### src/core/mct_defines.svh
// Constants for the motor-control PWM timer
`ifndef MCT_DEFINES_SVH
`define MCT_DEFINES_SVH
`define MCT_NUM_CH     4        // Capture/compare channels
`define MCT_NUM_PAIRS  3        // Complementary pairs (three phases)
`define MCT_CNT_W      16       // Standard counter width
`define MCT_PSC_W      16       // Prescaler width
`define MCT_DT_W       8        // Dead-time count width
`define MCT_HALL_N     3        // Hall sensor inputs
`define MCT_ADC_UPD    3'h4     // ADC source code for update event
`endif

### src/core/mct_pkg.sv
// Types shared by the motor-control PWM timer files
package mct_pkg;
    // Counter direction policy
    typedef enum logic [1:0] {
        CNT_UP     = 2'b00,
        CNT_DOWN   = 2'b01,
        CNT_CENTER = 2'b10
    } count_mode_t;
    // Reaction to the inter-timer trigger
    typedef enum logic [1:0] {
        SLV_FREE    = 2'b00,
        SLV_RESET   = 2'b01,
        SLV_GATED   = 2'b10,
        SLV_ENCODER = 2'b11
    } slave_mode_t;
    // Per-channel function
    typedef enum logic [1:0] {
        CH_CAPTURE = 2'b00,
        CH_COMPARE = 2'b01,
        CH_PWM     = 2'b10,
        CH_ONESHOT = 2'b11
    } ch_mode_t;
    // Channel configuration carrier
    typedef struct packed {
        ch_mode_t mode;     // Channel function
        logic     pol_low;  // Invert the reference output
    } ch_cfg_t;
    // Timer control carrier
    typedef struct packed {
        logic        enable;     // Counter runs
        count_mode_t cmode;      // Count direction policy
        slave_mode_t smode;      // Trigger reaction
        logic        one_pulse;  // Stop after one update
        logic        freeze_en;  // Freeze while debug halt
        logic        dma_en;     // DMA request on update
        logic        hall_en;    // Hall change captures channel 0
    } ctrl_t;
endpackage : mct_pkg

### src/core/mct_channel.sv
// One capture/compare channel of the timer
`timescale 1ns/1ps
module mct_channel import mct_pkg::*; #(
    parameter int W = 16                  // Counter width
) (
    input  wire logic         clock_i,    // Timer clock
    input  wire logic         nrst_i,     // Async reset, low
    input  wire ch_cfg_t      cfg_i,      // Channel configuration
    input  wire logic [W-1:0] cmp_i,      // Compare value
    input  wire logic [W-1:0] cnt_i,      // Counter value
    input  wire logic         tick_i,     // Counter advanced
    input  wire logic         run_i,      // Counter running
    input  wire logic         cap_evt_i,  // Capture event
    input  wire logic         clr_i,      // Clear capture flag
    output logic              ref_o,      // Reference output
    output logic [W-1:0]      cap_o,      // Captured value
    output logic              flag_o,     // Capture flag
    output logic              match_o     // Compare match pulse
);
    // ----------------------------------------
    // Decode
    // ----------------------------------------
    wire logic below = cnt_i < cmp_i;          // Active window
    wire logic hit   = tick_i && cnt_i == cmp_i; // Compare hit
    wire logic cap   = cap_evt_i && cfg_i.mode == CH_CAPTURE;
    logic      tog;                            // Toggle state
    logic      next_ref;                       // Unpolarised ref
    always_comb begin
        unique case (cfg_i.mode)
            CH_CAPTURE: next_ref = 1'b0;
            CH_COMPARE: next_ref = tog;
            CH_PWM:     next_ref = below;
            CH_ONESHOT: next_ref = run_i && !below;
        endcase
    end
    // ----------------------------------------
    // Registers
    // ----------------------------------------
    // Output, toggle and match
    always_ff @(posedge clock_i or negedge nrst_i) begin
        if (!nrst_i) begin
            tog     <= 1'b0;
            ref_o   <= 1'b0;
            match_o <= 1'b0;
        end else begin
            tog     <= tog ^ (hit && cfg_i.mode == CH_COMPARE);
            ref_o   <= next_ref ^ cfg_i.pol_low;
            match_o <= hit && cfg_i.mode != CH_CAPTURE;
        end
    end
    // Capture value and flag, set beats clear
    always_ff @(posedge clock_i or negedge nrst_i) begin
        if (!nrst_i) begin
            cap_o  <= '0;
            flag_o <= 1'b0;
        end else begin
            if (cap) cap_o <= cnt_i;
            flag_o <= cap || (flag_o && !clr_i);
        end
    end
endmodule : mct_channel

### src/core/mct_dead_time.sv
// Complementary output pair with dead-time insertion
`timescale 1ns/1ps
module mct_dead_time #(
    parameter int DW = 8                  // Dead-time count width
) (
    input  wire logic          clock_i,   // Timer clock
    input  wire logic          nrst_i,    // Async reset, low
    input  wire logic          ref_i,     // Reference level
    input  wire logic [DW-1:0] dt_i,      // Dead time in cycles
    input  wire logic          off_i,     // Force both inactive
    output logic               p_o,       // Main output
    output logic               n_o        // Complementary output
);
    logic          cur;                   // Settled reference
    logic [DW-1:0] wait_cnt;              // Remaining dead time
    wire logic     chg  = ref_i != cur;   // Reference edge
    wire logic     idle = !chg && wait_cnt == '0 && !off_i;
    // Both sides drop on an edge, new side waits out the dead time
    always_ff @(posedge clock_i or negedge nrst_i) begin
        if (!nrst_i) begin
            cur      <= 1'b0;
            wait_cnt <= '0;
            p_o      <= 1'b0;
            n_o      <= 1'b0;
        end else begin
            cur      <= ref_i;
            wait_cnt <= chg ? dt_i : wait_cnt - DW'(wait_cnt != '0);
            p_o      <= idle && cur;
            n_o      <= idle && !cur;
        end
    end
endmodule : mct_dead_time

### src/core/motor_control_pwm_timer.sv
// Motor-control PWM timer: counter, channels, pairs, links
//
// Summary of operation
// Auto-reload 16-bit up, down, center counter
// Wide variant uses a 32-bit counter
// Prescaler divides by one to 65536
// Four channels: capture, compare, PWM, one-pulse
// Edge or center aligned PWM
// Complementary pairs with programmable dead time
// Three phases on six output lines
// Duty cycle from zero to full
// Debug halt freezes counter, forces outputs off; a trigger edge in reset mode still clears the counter
// Trigger exchange with other timers
// Own DMA request per timer
// Quadrature encoder counts up or down
// One to three hall sensor inputs
// Event output starts ADC conversion
// Reload at limit raises update flag
// Pair outputs never active together
`timescale 1ns/1ps
`include "mct_defines.svh"
module motor_control_pwm_timer import mct_pkg::*; #(
    parameter int W  = `MCT_CNT_W,        // Counter width, 16 or 32
    parameter int PW = `MCT_PSC_W,        // Prescaler width
    parameter int DW = `MCT_DT_W          // Dead-time width
) (
    input  wire logic          clock_i,       // Timer clock
    input  wire logic          nrst_i,        // Async reset, low
    input  wire ctrl_t         ctrl_i,        // Control bits
    input  wire logic [W-1:0]  reload_i,      // Auto-reload limit
    input  wire logic [PW-1:0] prescale_i,    // Divide factor minus one
    input  wire ch_cfg_t [3:0] ch_cfg_i,      // Channel configuration
    input  wire logic [W-1:0]  cmp_i [4],     // Compare values
    input  wire logic [DW-1:0] dead_i,        // Dead time in cycles
    input  wire logic [2:0]    adc_src_i,     // ADC trigger source
    input  wire logic          debug_halt_i,  // Processor halted
    input  wire logic          trig_i,        // Trigger from a timer
    input  wire logic [3:0]    pin_i,         // Channel input pins
    input  wire logic          update_clr_i,  // Clear update flag
    input  wire logic [3:0]    cap_clr_i,     // Clear capture flags
    output logic [W-1:0]       cnt_o,         // Counter value
    output logic               down_o,        // Counting down
    output logic               update_flag_o, // Sticky update flag
    output logic [3:0]         cap_flag_o,    // Sticky capture flags
    output logic [W-1:0]       cap_o [4],     // Captured values
    output logic [2:0]         pwm_p_o,       // Phase main outputs
    output logic [2:0]         pwm_n_o,       // Phase complement
    output logic               ch3_o,         // Channel 3 output
    output logic               dma_req_o,     // DMA request pulse
    output logic               adc_trig_o,    // ADC start pulse
    output logic               trig_o         // Trigger to timers
);
    // ----------------------------------------
    // Pin synchronisers
    // ----------------------------------------
    logic [3:0] s1, s2, s3;                // Three-stage sync
    logic [3:0] pin;                       // Accepted pin level
    logic [3:0] pin_d;                     // Previous accepted level
    // Level accepted once stages two and three agree
    always_ff @(posedge clock_i or negedge nrst_i) begin
        if (!nrst_i) begin
            s1    <= '0;
            s2    <= '0;
            s3    <= '0;
            pin   <= '0;
            pin_d <= '0;
        end else begin
            s1    <= pin_i;
            s2    <= s1;
            s3    <= s2;
            pin   <= (s2 & s3) | (pin & (s2 ^ s3));
            pin_d <= pin;
        end
    end
    wire logic [3:0] pin_rise = pin & ~pin_d;   // Capture edges
    // Hall change: any of the three sensors moved
    wire logic hall_chg = ctrl_i.hall_en &&
                          (pin[2:0] != pin_d[2:0]);
    // Quadrature: A on pin 0, B on pin 1
    wire logic enc_step = (pin[0] ^ pin_d[0]) | (pin[1] ^ pin_d[1]);
    wire logic enc_up   = pin[0] ^ pin_d[1];
    // ----------------------------------------
    // Trigger and run control
    // ----------------------------------------
    logic       trig_d;                    // Previous trigger
    logic       opm_done;                  // One pulse finished
    logic [PW-1:0] psc_cnt;                // Prescaler count
    logic       upd;                       // Update this cycle
    wire logic  trig_rise = trig_i && !trig_d;
    wire logic  frozen    = debug_halt_i && ctrl_i.freeze_en;
    wire logic  run       = ctrl_i.enable && !opm_done;
    wire logic  encoder   = ctrl_i.smode == SLV_ENCODER;
    wire logic  gate_ok   = ctrl_i.smode != SLV_GATED || trig_i;
    wire logic  srst      = run && ctrl_i.smode == SLV_RESET && trig_rise;
    // At or past the factor, so lowering it cannot stall the count
    wire logic  psc_hit   = psc_cnt >= prescale_i;
    wire logic  tick      = run && !frozen && !srst &&
                            (encoder ? enc_step : gate_ok && psc_hit);
    // Prescaler restarts at every tick
    always_ff @(posedge clock_i or negedge nrst_i) begin
        if (!nrst_i) begin
            psc_cnt <= '0;
        end else if (srst || !run || tick || psc_hit) begin
            psc_cnt <= '0;
        end else if (!frozen && gate_ok && !encoder) begin
            psc_cnt <= psc_cnt + PW'(1);
        end
    end
    // Trigger history and one-pulse stop; trigger re-arms
    always_ff @(posedge clock_i or negedge nrst_i) begin
        if (!nrst_i) begin
            trig_d   <= 1'b0;
            opm_done <= 1'b0;
        end else begin
            trig_d <= trig_i;
            if (!ctrl_i.enable || trig_rise) opm_done <= 1'b0;
            else if (upd && ctrl_i.one_pulse) opm_done <= 1'b1;
        end
    end
    // ----------------------------------------
    // Counter next value
    // ----------------------------------------
    // Limits of the count range
    wire logic at_top = cnt_o >= reload_i;
    wire logic at_bot = cnt_o == '0;
    wire logic go_up  = encoder ? enc_up :
                        ctrl_i.cmode == CNT_UP ||
                        (ctrl_i.cmode == CNT_CENTER && !down_o);
    logic [W-1:0] next_cnt;                // Counter after tick
    logic         next_down;               // Direction after tick
    logic         next_upd;                // Limit reached
    always_comb begin
        next_cnt  = cnt_o;
        next_down = !go_up;
        next_upd  = 1'b0;
        if (srst) begin
            next_cnt = '0;
            next_upd = 1'b1;
        end else if (tick && ctrl_i.cmode == CNT_CENTER && !encoder) begin
            if (go_up && at_top) begin
                next_cnt  = at_bot ? cnt_o : cnt_o - W'(1);
                next_down = 1'b1;
                next_upd  = 1'b1;
            end else if (!go_up && at_bot) begin
                next_cnt  = cnt_o + W'(1);
                next_down = 1'b0;
                next_upd  = 1'b1;
            end else begin
                next_cnt = go_up ? cnt_o + W'(1) : cnt_o - W'(1);
            end
        end else if (tick && go_up) begin
            next_cnt = at_top ? '0 : cnt_o + W'(1);
            next_upd = at_top;
        end else if (tick) begin
            next_cnt = at_bot ? reload_i : cnt_o - W'(1);
            next_upd = at_bot;
        end
    end
    // ----------------------------------------
    // Counter and event registers
    // ----------------------------------------
    // Counter, direction, update strobe and sticky flag
    always_ff @(posedge clock_i or negedge nrst_i) begin
        if (!nrst_i) begin
            cnt_o         <= '0;
            down_o        <= 1'b0;
            upd           <= 1'b0;
            update_flag_o <= 1'b0;
        end else begin
            cnt_o  <= next_cnt;
            down_o <= tick ? next_down : down_o;
            upd    <= next_upd;
            update_flag_o <= upd || (update_flag_o && !update_clr_i);
        end
    end
    // ----------------------------------------
    // Channels
    // ----------------------------------------
    logic [3:0] ref_l;                     // Channel references
    logic [3:0] match;                     // Compare match pulses
    genvar gi;
    generate
        for (gi = 0; gi < `MCT_NUM_CH; gi++) begin : g_ch
            // Channel 0 captures on hall change when enabled
            wire logic cev = (gi == 0 && ctrl_i.hall_en) ?
                             hall_chg : pin_rise[gi];
            mct_channel #(.W(W)) u_ch (
                .clock_i   (clock_i),
                .nrst_i    (nrst_i),
                .cfg_i     (ch_cfg_i[gi]),
                .cmp_i     (cmp_i[gi]),
                .cnt_i     (cnt_o),
                .tick_i    (tick),
                .run_i     (run),
                .cap_evt_i (cev),
                .clr_i     (cap_clr_i[gi]),
                .ref_o     (ref_l[gi]),
                .cap_o     (cap_o[gi]),
                .flag_o    (cap_flag_o[gi]),
                .match_o   (match[gi])
            );
        end
        // Three phases over six lines
        for (gi = 0; gi < `MCT_NUM_PAIRS; gi++) begin : g_pair
            mct_dead_time #(.DW(DW)) u_dt (
                .clock_i (clock_i),
                .nrst_i  (nrst_i),
                .ref_i   (ref_l[gi]),
                .dt_i    (dead_i),
                .off_i   (frozen),
                .p_o     (pwm_p_o[gi]),
                .n_o     (pwm_n_o[gi])
            );
        end
    endgenerate
    // ----------------------------------------
    // Event outputs
    // ----------------------------------------
    // ADC source: update codes, else one channel match
    wire logic adc_ev = (adc_src_i >= `MCT_ADC_UPD) ? upd :
                        match[adc_src_i[1:0]];
    // Channel 3, DMA, ADC and link pulses
    always_ff @(posedge clock_i or negedge nrst_i) begin
        if (!nrst_i) begin
            ch3_o      <= 1'b0;
            dma_req_o  <= 1'b0;
            adc_trig_o <= 1'b0;
            trig_o     <= 1'b0;
        end else begin
            ch3_o      <= ref_l[3] && !frozen;
            dma_req_o  <= upd && ctrl_i.dma_en;
            adc_trig_o <= adc_ev;
            trig_o     <= upd;
        end
    end
endmodule : motor_control_pwm_timer

### config.mk
export PLATFORM = sky130hd
export DESIGN_NAME = motor_control_pwm_timer
export DESIGN_NICKNAME = d
export VERILOG_FILES = /design/src/core/mct_pkg.sv /design/src/core/mct_channel.sv /design/src/core/mct_dead_time.sv /design/src/core/motor_control_pwm_timer.sv
export VERILOG_INCLUDE_DIRS = /design/src /design/src/core
export SDC_FILE = /design/constraint.sdc
export NUM_CORES = 1
export LEC_CHECK = 0
export BUFFER_PORTS_ARGS = -buffer_cell sky130_fd_sc_hd__buf_2
export CELL_PAD_IN_SITES_DETAIL_PLACEMENT = 0
export CELL_PAD_IN_SITES_GLOBAL_PLACEMENT = 2
export CORE_ASPECT_RATIO = 1.5
export CORE_MARGIN = 2
export CORE_UTILIZATION = 34
export CTS_CLUSTER_SIZE = 8
export DETAILED_ROUTE_END_ITERATION = 8
export GPL_ROUTABILITY_DRIVEN = 0
export PLACE_DENSITY = 0.92
export SLEW_MARGIN = 25
export SYNTH_ARGS = -nofsm -noshare
export SYNTH_HDL_FRONTEND = slang
export SYNTH_SLANG_ARGS = --single-unit
### constraint.sdc
create_clock -name clock_i -period 3.8 [get_ports clock_i]
set_clock_uncertainty 0.15 [all_clocks]
set_input_delay 0.57 -clock clock_i [delete_from_list [all_inputs] [get_ports clock_i]]
set_output_delay 0.57 -clock clock_i [all_outputs]
set_load 0.005 [all_outputs]
==> results of run 1 <==
## synth_stat cells (5+ instances only)
library cell    n
dfrtp_1       174
inv_1         124
ha_1          113
nand2_1        87
o21ai_0        77
nor2_1         71
mux2_2         59
a21oi_1        47
xnor2_1        35
clkbuf_1       32
a21o_1         28
nand3_1        26
nor3_1         25
and3_1         24
xor2_1         24
nand4_1        23
nor4_1         17
and2_1         16
a211oi_1       12
nand2b_1       12
buf_4          10
nor2b_1        10
mux2i_1         9
or3_1           9
and4_1          7
nor3b_1         7
o211ai_1        6
o22ai_1         6
buf_2           5
## kinds of logic after synthesis
kind of cell             count (synthesis)
AO/OA/AOI/OAI                          233
XOR/XNOR                                59
adder cells (fa/ha/maj)                113
buffers and inverters                  173
flip-flops                             174
multiplexers                            69
AND/OR/NAND/NOR                        353
## critical path, stage by stage, from the launching register on
cell	delay [ns]
dfrtp_1	0.53
inv_1	0.16
ha_1	0.29
nand2b_1	0.21
a211oi_1	0.26
o21ai_0	0.17
a22o_1	0.28
nand4_1	0.20
a21o_1	0.46
o32ai_1	0.16
or3_1	0.37
## power groups by stage
stage	logic (mW)	registers (mW)	clock network [mW]
global route	3.58	2.85	1.91
detailed placement	3.20	2.80	0
CTS	3.22	2.77	1.84
floorplan	1.84	2.82	0
finish	3.18	2.78	1.79
global placement	3.13	2.78	0
## cell type report
class	instances	area (µm²)	share of cell area
multi-input combinational	827	6110	0.449
antenna	3	7.51	0.000552
clock inverter	11	130	0.00957
sequential	174	4350	0.320
tap	415	519	0.0382
timing repair buffer	283	1550	0.114
clock buffer	21	460	0.0339
inverter	124	465	0.0342
## sequential cells by signal (all words and copies together), names as in the netlist, 3 cells and up
signal / cells
g_pair.u_dt.wait_cnt: 24
g_pair.u_dt.n_o: 3
psc_cnt: 16
g_ch.u_ch.match_o: 4
pin_d: 4
g_ch.u_ch.flag_o: 4
g_pair.u_dt.p_o: 3
g_ch.u_ch.ref_o: 4
s1: 4
pin: 4
s3: 4
cnt_o: 16
s2: 4
g_pair.u_dt.cur: 3
g_ch.u_ch.cap_o: 64
g_ch.u_ch.tog: 4
## stage by stage
step | hold slack (ns) | power [mW] | utilization
floorplan | 0.124 | 4.67 | -
global placement | 0.183 | 5.91 | 0.400
detailed placement | 0.187 | 6.00 | 0.400
CTS | 0.0166 | 7.83 | 0.418
global route | 0.0402 | 8.34 | 0.419
finish | -0.0218 | 7.75 | 0.419
## metal layers
layer | up-vias | global-route usage | wire [µm]
met1 | 4610 | 0.231 | 13300
li1 | 4645 | - | -
met3 | 70 | 0.0322 | 1740
met4 | 0 | 0.0893 | 1260
met2 | 295 | 0.361 | 17500
met5 | - | 0 | 0
## worst max path at each step
| stage | endpoint | slack [ns] | cells after the start |
|---|---|---|---|
| after floorplan | cnt_o[5]$_DFFE_PN0P_ | 0.72 | 11 |
| after global placement | cnt_o[15]$_DFFE_PN0P_ | 0.37 | 11 |
| after detailed placement | cnt_o[4]$_DFFE_PN0P_ | 0.29 | 11 |
| after CTS | cnt_o[15]$_DFFE_PN0P_ | 0.47 | 10 |
| after global routing | cnt_o[15]$_DFFE_PN0P_ | 0.16 | 10 |
| final | cnt_o[15]$_DFFE_PN0P_ | 0.43 | 10 |
==> reports/metrics.yaml, run 1 <==
status: "complete, but fails checks"
violations: "hold timing"
routedWlPerCell_um: 18.2
clock_latency_ns: 0.44
cts-root-buf: "clkbuf_16"
grt-ovfl-total: 0
dieHeight_um: 225
synth_ff_type: "dfrtp_1"
critPathArrivalTime_ns: 3.55
drive_above_1_share: 0.272
drtAntennaViolNets: 0
period_needed_ns: 3.37
cp-end-kind: "register"
rows: 81
max_cap_violations: 0
synth_edf_count: 0
cts_buffer_depth: 2
power_frac_seq: 0.358
synth_top_family_by_area: "simple AND/OR/NAND/NOR gates"
layout_commonest_cell: "buf_2"
synth_cell_types: 71
rsz0062_at_grt: "false"
p_comb_frac: 0.411
cts_buffers: 17
yosysTopAreaCell: "dfrtp_1"
p_sw_frac: 0.373
first_iter_violations: 499
fin_nets: 1681
hp-class: "input port to asynchronous set/reset pin"
fin_hold_ws_ns: -0.0218
via_per_inst: 5.18
io_pins: 237
reg2reg_from: "cnt_o[0]$_DFFE_PN0P_"
finalCritPeriodShare: 0.888
power_leakage_nw: 6.90
peakVddDrop_mv: 0.398
r2r_end: "cnt_o[15]$_DFFE_PN0P_"
routed_wl_um: 33800
grt_pass1_wl_um: 52400
synth_xor_area_frac: 0.0465
cts_resized: 0
cts_hold_buffers: 0
place_area_um2: 13000
switching_power_mw: 2.89
setup_ws_ns: 0.426
synth_area_per_cell_um2: 9.47
worst_pin_slew_ns: 0.777
final_cell_mix: "buf_2 (235), dfrtp_1 (174), inv_1 (124)"
reg2regPathDepth: 10
r2r_setup_slack_ns: 0.43
fin_setup_tns_ns: 0
power.internal_mw: 4.86
die_width_um: 152
cts.sinks: 174
area_delta_synth_final_pct: 22.3
syn_inst: 1174
setup_viol: 0
synth_area_um2: 11100
drtPass1Iterations: 7
final-max-slew-violation-count: 0
yosys_warnings: 0
drc_errors: 0
clkTransAtPathRegs_ns: 0.07
htreeDepth: 4
cts_tree: "yes"
yosys.area_share.simple: 0.165
muxShareOfSynthArea: 0.0699
grt_pass1_vias: 9739
dr_total_vias: 9620
grt_max_degree: 76
cp-startpoint: "cnt_o[0]$_DFFE_PN0P_"
power_density_nw_per_um2: 570
grt_usage: 0.201
initial_core_util: 0.343
synth.area.top_cells: "dfrtp_1 (39%), ha_1 (13%), mux2_2 (6.0%), inv_1 (4.2%), o21ai_0 (3.5%)"
synthAdderAreaFrac: 0.127
startpoint_type: "register"
fill_cells: 3288
relSlewSlack: 0.478
fp.dieArea_um2: 34200
core-area_um2: 32400
antenna_found_initial: 3
portBuffers: 236
hpwlAfterDp_um: 26400
synth_top_area_share: 0.392
dp.cells: 1823
hold_viol: 4
dpl_worst_slack_ns: 0.294
design_area_um2: 13600
syn-num-nets: 1428
ys_seq_elements: 174
postCtsSetupRepairBufs: 0
synth_compound_area_frac: 0.137
critical_path.max_fanout: 14
critPathRequiredTime_ns: 3.97
final_cell_count_no_fill: 1858
fmax_mhz: 296
seq_area_frac_synth: 0.392
worst-setup-path-type: "register to register"
power_frac_clock: 0.231
ys_async_sr_fraction: 1.00
Power figures use the tool's default switching activity.
==> run 2: changes to the inputs <==
--- a/config.mk
+++ b/config.mk
@@ -16,6 +16,7 @@
 export DETAILED_ROUTE_END_ITERATION = 8
 export GPL_ROUTABILITY_DRIVEN = 0
 export PLACE_DENSITY = 0.92
+export SETUP_SLACK_MARGIN = 0.5
 export SLEW_MARGIN = 25
 export SYNTH_ARGS = -nofsm -noshare
 export SYNTH_HDL_FRONTEND = slang
==> reports/metrics.yaml, run 2 (synthesis gave the netlist of run 1 again) <==
fin_nets: 1685  # +0.24%
cts_hold_buffers: 0  # unchanged
routed_wl_um: 34000  # +0.38%
grt-ovfl-total: 0  # unchanged
clock_latency_ns: 0.44  # about the same
largest_reg_flops: 64  # unchanged
period_needed_ns: 3.18  # -0.191 ns
finalCritPeriodShare: 0.838  # -0.0502
critPathRequiredTime_ns: 3.97  # about the same
portBuffers: 236  # unchanged
via_per_inst: 5.17  # about the same
reg2regPathDepth: 10  # unchanged
cts_buffer_depth: 2  # unchanged
dr_total_vias: 9634  # +0.15%
initial_core_util: 0.343  # unchanged
crit_buf_inv: 1  # unchanged
cts_buffers: 17  # unchanged
fin_setup_tns_ns: 0  # unchanged
final_cell_mix: "buf_2 (235), dfrtp_1 (172), inv_1 (124)"
htreeDepth: 4  # unchanged
reg2reg_from: "cnt_o[3]$_DFFE_PN0P_"
cp_top_family: "compound AO/OA/AOI/OAI gates"
hpwlAfterDp_um: 26400  # unchanged
drc_errors: 0  # unchanged
grt_pass1_wl_um: 52400  # unchanged
fin_hold_ws_ns: -0.0199  # +0.00189 ns
io_pins: 237  # unchanged
relSlewSlack: 0.520  # +0.0422
max_cap_violations: 0  # unchanged
layout_commonest_cell: "buf_2"
core-area_um2: 32400  # unchanged
dieHeight_um: 225  # unchanged
r2r_end: "cnt_o[13]$_DFFE_PN0P_"
violations: "hold timing"
drive_above_1_share: 0.279  # +0.00686
peakVddDrop_mv: 0.400  # +0.29%
dp.cells: 1823  # unchanged
hold_viol: 4  # unchanged
top_regs: "g_ch.u_ch.cap_o (64), g_pair.u_dt.wait_cnt (24)"
fill_cells: 3290  # +0.061%
crit_path_top_delay_cell: "dfrtp_1"
worst_pin_slew_ns: 0.720  # -0.0561 ns
grt_pass1_vias: 9739  # unchanged
rsz0062_at_grt: "true"
worst-setup-path-type: "register to register"
hp-class: "input port to asynchronous set/reset pin"
largest_register: "g_ch.u_ch.cap_o"
drtPass1Iterations: 5  # -2
cts_tree: "yes"
grt_usage: 0.201  # unchanged
power_density_nw_per_um2: 568  # -0.36%
cp-end-kind: "register"
setup_viol: 0  # unchanged
rows: 81  # unchanged
critical_path.max_fanout: 14  # unchanged
routedWlPerCell_um: 18.2  # +0.16%
crit_path_max_incr_delay_ns: 0.57  # +0.04 ns
cts-root-buf: "clkbuf_16"
power_leakage_nw: 6.92  # +0.28%
critPathArrivalTime_ns: 3.36  # -0.19 ns
drtAntennaViolNets: 0  # unchanged
first_iter_violations: 443  # -11%
fin_util: 0.422  # +0.00247
final_cell_count_no_fill: 1862  # +0.22%
final-max-slew-violation-count: 0  # unchanged
cts.sinks: 174  # unchanged
path_cells: "ha_1, or4_1, a21oi_1, o21ai_0, a21bo_1, nand2_1, buf_4, mux2i_2, o31ai_1, o32ai_1"
grt_max_degree: 76  # unchanged
r2r_setup_slack_ns: 0.62  # +0.19 ns
die_width_um: 152  # unchanged
area_delta_synth_final_pct: 23.0
fp.dieArea_um2: 34200  # unchanged
antenna_found_initial: 3  # unchanged
fmax_mhz: 314  # +6.0%
status: "complete, but fails checks"
clkTransAtPathRegs_ns: 0.07  # about the same
startpoint_type: "register"
==> run 2: cell count changes in the layout (fill, tap and decap cells not counted), sizes merged <==
cell,delta
buf,+4
==> run 2: stage by stage <==
stage          area (µm²)  hold WS [ns]  power (mW)  worst slack, ns
2_1_floorplan       11100         0.124        4.67            0.722
3_3_place_gp        13000         0.183        5.91            0.369
3_5_place_dp        13000         0.187        6.00            0.294
4_1_cts             13600        0.0166        7.83            0.507
5_1_grt             13700        0.0402        8.36            0.478
6_report            13700       -0.0199        7.77            0.617
==> run 2: worst max-delay path by stage <==
stage	endpoint	from	cells past startpoint	slack [ns]
after CTS	cnt_o[4]$_DFFE_PN0P_	psc_cnt[13]$_DFFE_PN0P_	9	0.51
final	cnt_o[13]$_DFFE_PN0P_	cnt_o[3]$_DFFE_PN0P_	10	0.62
after detailed placement	cnt_o[4]$_DFFE_PN0P_	prescale_i[15]	11	0.29
after global placement	cnt_o[15]$_DFFE_PN0P_	reload_i[7]	11	0.37
after global routing	cnt_o[5]$_DFFE_PN0P_	psc_cnt[0]$_DFFE_PN0P_	13	0.48
after floorplan	cnt_o[5]$_DFFE_PN0P_	reload_i[7]	11	0.72
==> run 2: routing by layer <==
| metal | part of all wire | up-vias | track usage |
|---|---|---|---|
| met2 | 0.52 | 295 | 0.361 |
| met3 | 0.050 | 75 | 0.0322 |
| met1 | 0.39 | 4620 | 0.231 |
| met4 | 0.040 | 0 | 0.0893 |
| met5 | 0 | - | 0 |
| li1 | - | 4644 | - |
==> run 2: power breakdown <==
| group | internal [mW] | total (mW) | switching, mW | leakage, nW |
|---|---|---|---|---|
| sequential | 2.37 | 2.78 | 0.406 | 2.16 |
| combinational | 1.48 | 3.20 | 1.71 | 4.47 |
| clock | 1.01 | 1.79 | 0.778 | 0.288 |
==> run 2: timing repair <==
action	CTS	global route
resized for setup	1	11
pin swaps	0	4
endpoints found under the setup margin	1	31
gates cloned	0	0
setup buffers	0	4
hold endpoints to repair	0	0
==> run 2: cell type report <==
type,instances,area (µm²),share of cell area
Antenna cell,3,7.51,0.000549
Multi-Input combinational cell,827,6150,0.450
Clock inverter,11,130,0.00951
Tap cell,415,519,0.0380
Clock buffer,21,460,0.0337
Timing Repair Buffer,287,1590,0.116
Sequential cell,174,4360,0.319
Inverter,124,465,0.0340
==> run 3: changes to the inputs <==
--- a/config.mk
+++ b/config.mk
@@ -6,12 +6,13 @@
 export SDC_FILE = /design/constraint.sdc
 export NUM_CORES = 1
 export LEC_CHECK = 0
+export ABC_AREA = 1
 export BUFFER_PORTS_ARGS = -buffer_cell sky130_fd_sc_hd__buf_2
 export CELL_PAD_IN_SITES_DETAIL_PLACEMENT = 0
 export CELL_PAD_IN_SITES_GLOBAL_PLACEMENT = 2
 export CORE_ASPECT_RATIO = 1.5
 export CORE_MARGIN = 2
-export CORE_UTILIZATION = 34
+export CORE_UTILIZATION = 32
 export CTS_CLUSTER_SIZE = 8
 export DETAILED_ROUTE_END_ITERATION = 8
 export GPL_ROUTABILITY_DRIVEN = 0
==> constraint.sdc (replaced) <==
create_clock -name clock_i -period 3.1 [get_ports clock_i]
set_clock_uncertainty 0.15 [all_clocks]
set_input_delay 0.465 -clock clock_i [delete_from_list [all_inputs] [get_ports clock_i]]
set_output_delay 0.465 -clock clock_i [all_outputs]
set_load 0.005 [all_outputs]
==> reports/metrics.yaml, run 3 <==
rows: 85  # +4.9%
final_cell_mix: "nand2_1 (366), buf_2 (235), inv_1 (201)"
portBuffers: 236  # unchanged
hold_start: "cap_clr_i[1]"
fin_hold_ws_ns: 0.0511  # +0.0710 ns
fin_setup_tns_ns: 0  # unchanged
ys_async_sr_fraction: 1.00  # unchanged
synth_ff_type: "dfrtp_1"
routed_wl_um: 39300  # +16%
synth_top_family_by_area: "simple AND/OR/NAND/NOR gates"
via_per_inst: 4.86  # -6.0%
cp-end-kind: "register"
critPathArrivalTime_ns: 2.71  # -0.65 ns
max_cap_violations: 0  # unchanged
cp-startpoint: "cnt_o[8]$_DFFE_PN0P_"
path_cells: "buf_4, nand2_1, nor2_1, nand2_1, nor2_1, xor2_1, nand4_1, nand4_1, nand2_1, nand2_1, nand3_1, nand2_1"
grt_max_degree: 71  # -6.6%
drtAntennaViolNets: 0  # unchanged
hold_viol: 0  # -4
peakVddDrop_mv: 0.416  # +4.2%
worst-setup-path-type: "register to register"
status: "complete, no violations"
drc_errors: 0  # unchanged
core-area_um2: 36100  # +11%
critical_path.max_fanout: 12  # -2
synth_cell_types: 50  # -30%
area_delta_synth_final_pct: 23.1
synth_area_um2: 11700  # +5.4%
top_regs: "g_ch.u_ch.cap_o (64), g_pair.u_dt.wait_cnt (24)"
crit_path_top_delay_cell: "dfrtp_1"
drive_above_1_share: 0.233  # -0.0457
yosysMostFrequentCell: "nand2_1"
fp.dieArea_um2: 38200  # +12%
io_pins: 237  # unchanged
synth_compound_area_frac: 0.104  # -0.0335
power_leakage_nw: 7.88  # +14%
setup_ws_ns: 0.630  # +0.0130 ns
relSlewSlack: 0.404  # -0.116
drtPass1Iterations: 5  # unchanged
synth_xor_area_frac: 0.0306  # -0.0158
setup_viol: 0  # unchanged
cpMostUsedCell: "nand2_1"
cts-root-buf: "clkbuf_16"
synth_common_cells: "nand2_1 (367), inv_1 (201), dfrtp_1 (174)"
yosys.area_share.simple: 0.277  # +0.112
cts_buffers: 17  # unchanged
r2r_setup_slack_ns: 0.63  # about the same
grt-ovfl-total: 0  # unchanged
dpl_worst_slack_ns: 0.372  # +0.0775 ns
seq_area_frac_synth: 0.371  # -0.0202
yosysTopAreaCell: "dfrtp_1"
largest_reg_flops: 64  # unchanged
crit_path_max_incr_delay_ns: 0.43  # -0.14 ns
routedWlPerCell_um: 17.3  # -5.2%
fin_util: 0.400  # -0.0213
synthAdderAreaFrac: 0.121  # -0.00657
antenna_found_initial: 2  # -1
fin_nets: 2037  # +21%
cts_buffer_depth: 2  # unchanged
syn-num-nets: 1765  # +24%
reg2reg_from: "cnt_o[8]$_DFFE_PN0P_"
power_density_nw_per_um2: 754  # +33%
finalCritPeriodShare: 0.797  # -0.0408
dr_total_vias: 11100  # +15%
die_width_um: 160  # +5.7%
fmax_mhz: 405  # +29%
layout_commonest_cell: "nand2_1"
synth_area_per_cell_um2: 7.76  # -18%
hp-class: "input port to register"
synth_edf_count: 0  # unchanged
grt_pass1_vias: 10800  # +11%
clock_latency_ns: 0.44  # about the same
yosys_warnings: 0  # unchanged
muxShareOfSynthArea: 0  # -0.0699
clkTransAtPathRegs_ns: 0.08  # about the same
syn_inst: 1511  # +29%
cts.sinks: 174  # unchanged
largest_register: "g_ch.u_ch.cap_o"
final-max-slew-violation-count: 0  # unchanged
initial_core_util: 0.325  # -0.0176
htreeDepth: 4  # unchanged
cts_tree: "yes"
grt_usage: 0.204  # +0.00350
dieHeight_um: 238  # +5.7%
grt_pass1_wl_um: 59700  # +14%
critPathRequiredTime_ns: 3.34  # -0.63 ns
ys_seq_elements: 174  # unchanged
period_needed_ns: 2.47  # -0.713 ns
startpoint_type: "register"
hpwlAfterDp_um: 30900  # +17%
rsz0062_at_grt: "false"
synth.area.top_cells: "dfrtp_1 (37%), ha_1 (12%), nand2_1 (12%), inv_1 (6.4%), o21ai_0 (4.5%)"
first_iter_violations: 675  # +52%
synth_top_area_share: 0.371  # -0.0202
worst_pin_slew_ns: 0.893  # +0.172 ns
==> run 3: cell count changes in the layout (fill, tap and decap cells not counted), moves of 20 or more <==
cell     change
nor2_1      +59
a21o_1      -22
mux2_2      -59
xnor2_1     -20
nand2_1    +280
inv_1       +77
nand4_1     +25
and3_1      -24
o21ai_0     +28
nand3_1     +44
==> run 3: worst max-delay path: cells and delay by family (launching register included) <==
family / cells / cell delay (ns)
and+or+nand+nor: 10 / 1.17
DFF: 1 / 0.43
xor gates and xnor gates: 1 / 0.37
buffers and inverters: 1 / 0.29
==> run 3: cells by family (layout without fill, tap and decap cells) <==
| group | count (synthesis) | count (layout) |
|---|---|---|
| buf+inv | 265 | 547 |
| simple gates | 698 | 700 |
| other cells | 0 | 2 |
| fa+ha+maj | 113 | 113 |
| flops | 174 | 174 |
| xor+xnor | 41 | 41 |
| compound gates | 220 | 220 |
==> run 3: worst paths after layout <==
path | depth (start not counted) | to
worst min-delay path | 2 | g_ch[1].u_ch.flag_o$_DFF_PN0_
worst max-delay path | 12 | cnt_o[15]$_DFFE_PN0P_
worst max register to register | 12 | cnt_o[15]$_DFFE_PN0P_
worst min register to register | 0 | s2[1]$_DFF_PN0_
max in group asynchronous | 3 | g_ch[0].u_ch.cap_o[10]$_DFFE_PN0P_
min in group asynchronous | 2 | g_ch[0].u_ch.cap_o[1]$_DFFE_PN0P_
==> run 3: metal layers <==
metal  track usage  vias to the layer above  routed length, µm
met5             0                        -                  0
met4         0.120                        0               2290
met3        0.0254                      108               1620
met2         0.360                      360              19700
met1         0.238                     5141              15800
li1              -                     5453                  -
==> run 3: area by class of cell <==
type / instances / area (µm²)
Sequential cell: 174 / 4360
Inverter: 214 / 826
Fill cell: 3802 / 21600
Clock inverter: 13 / 131
Antenna cell: 2 / 5.00
Multi-Input combinational cell: 1074 / 6310
Timing Repair Buffer: 301 / 1760
Timing Repair inverter: 1 / 6.26
Tap cell: 478 / 598
Clock buffer: 18 / 439
==> run 3: power by group <==
group / total (mW) / internal (mW) / switching (mW)
registers: 3.36 / 2.90 / 0.459
logic: 5.40 / 1.97 / 3.43
clock network: 2.13 / 1.14 / 0.986
==> run 3: timing repair <==
| action | 4_1_cts | 5_1_grt |
|---|---|---|
| gates resized for setup | 1 | 21 |
| endpoints found under the setup margin | 1 | 24 |
| setup buffers | 0 | 15 |
| hold buffers | 6 | 0 |
| hold endpoints to repair | 70 | 0 |
| cloned | 0 | 4 |
| pin swaps | 0 | 4 |
==> run 3: metrics by stage <==
step	instances	cell area [µm²]	power (mW)
floorplan	1511	11700	6.58
global route	2275	14400	11.8
global placement	2217	13500	8.68
detailed placement	2217	13500	8.74
CTS	2254	14200	10.9
finish	2275	14400	10.9
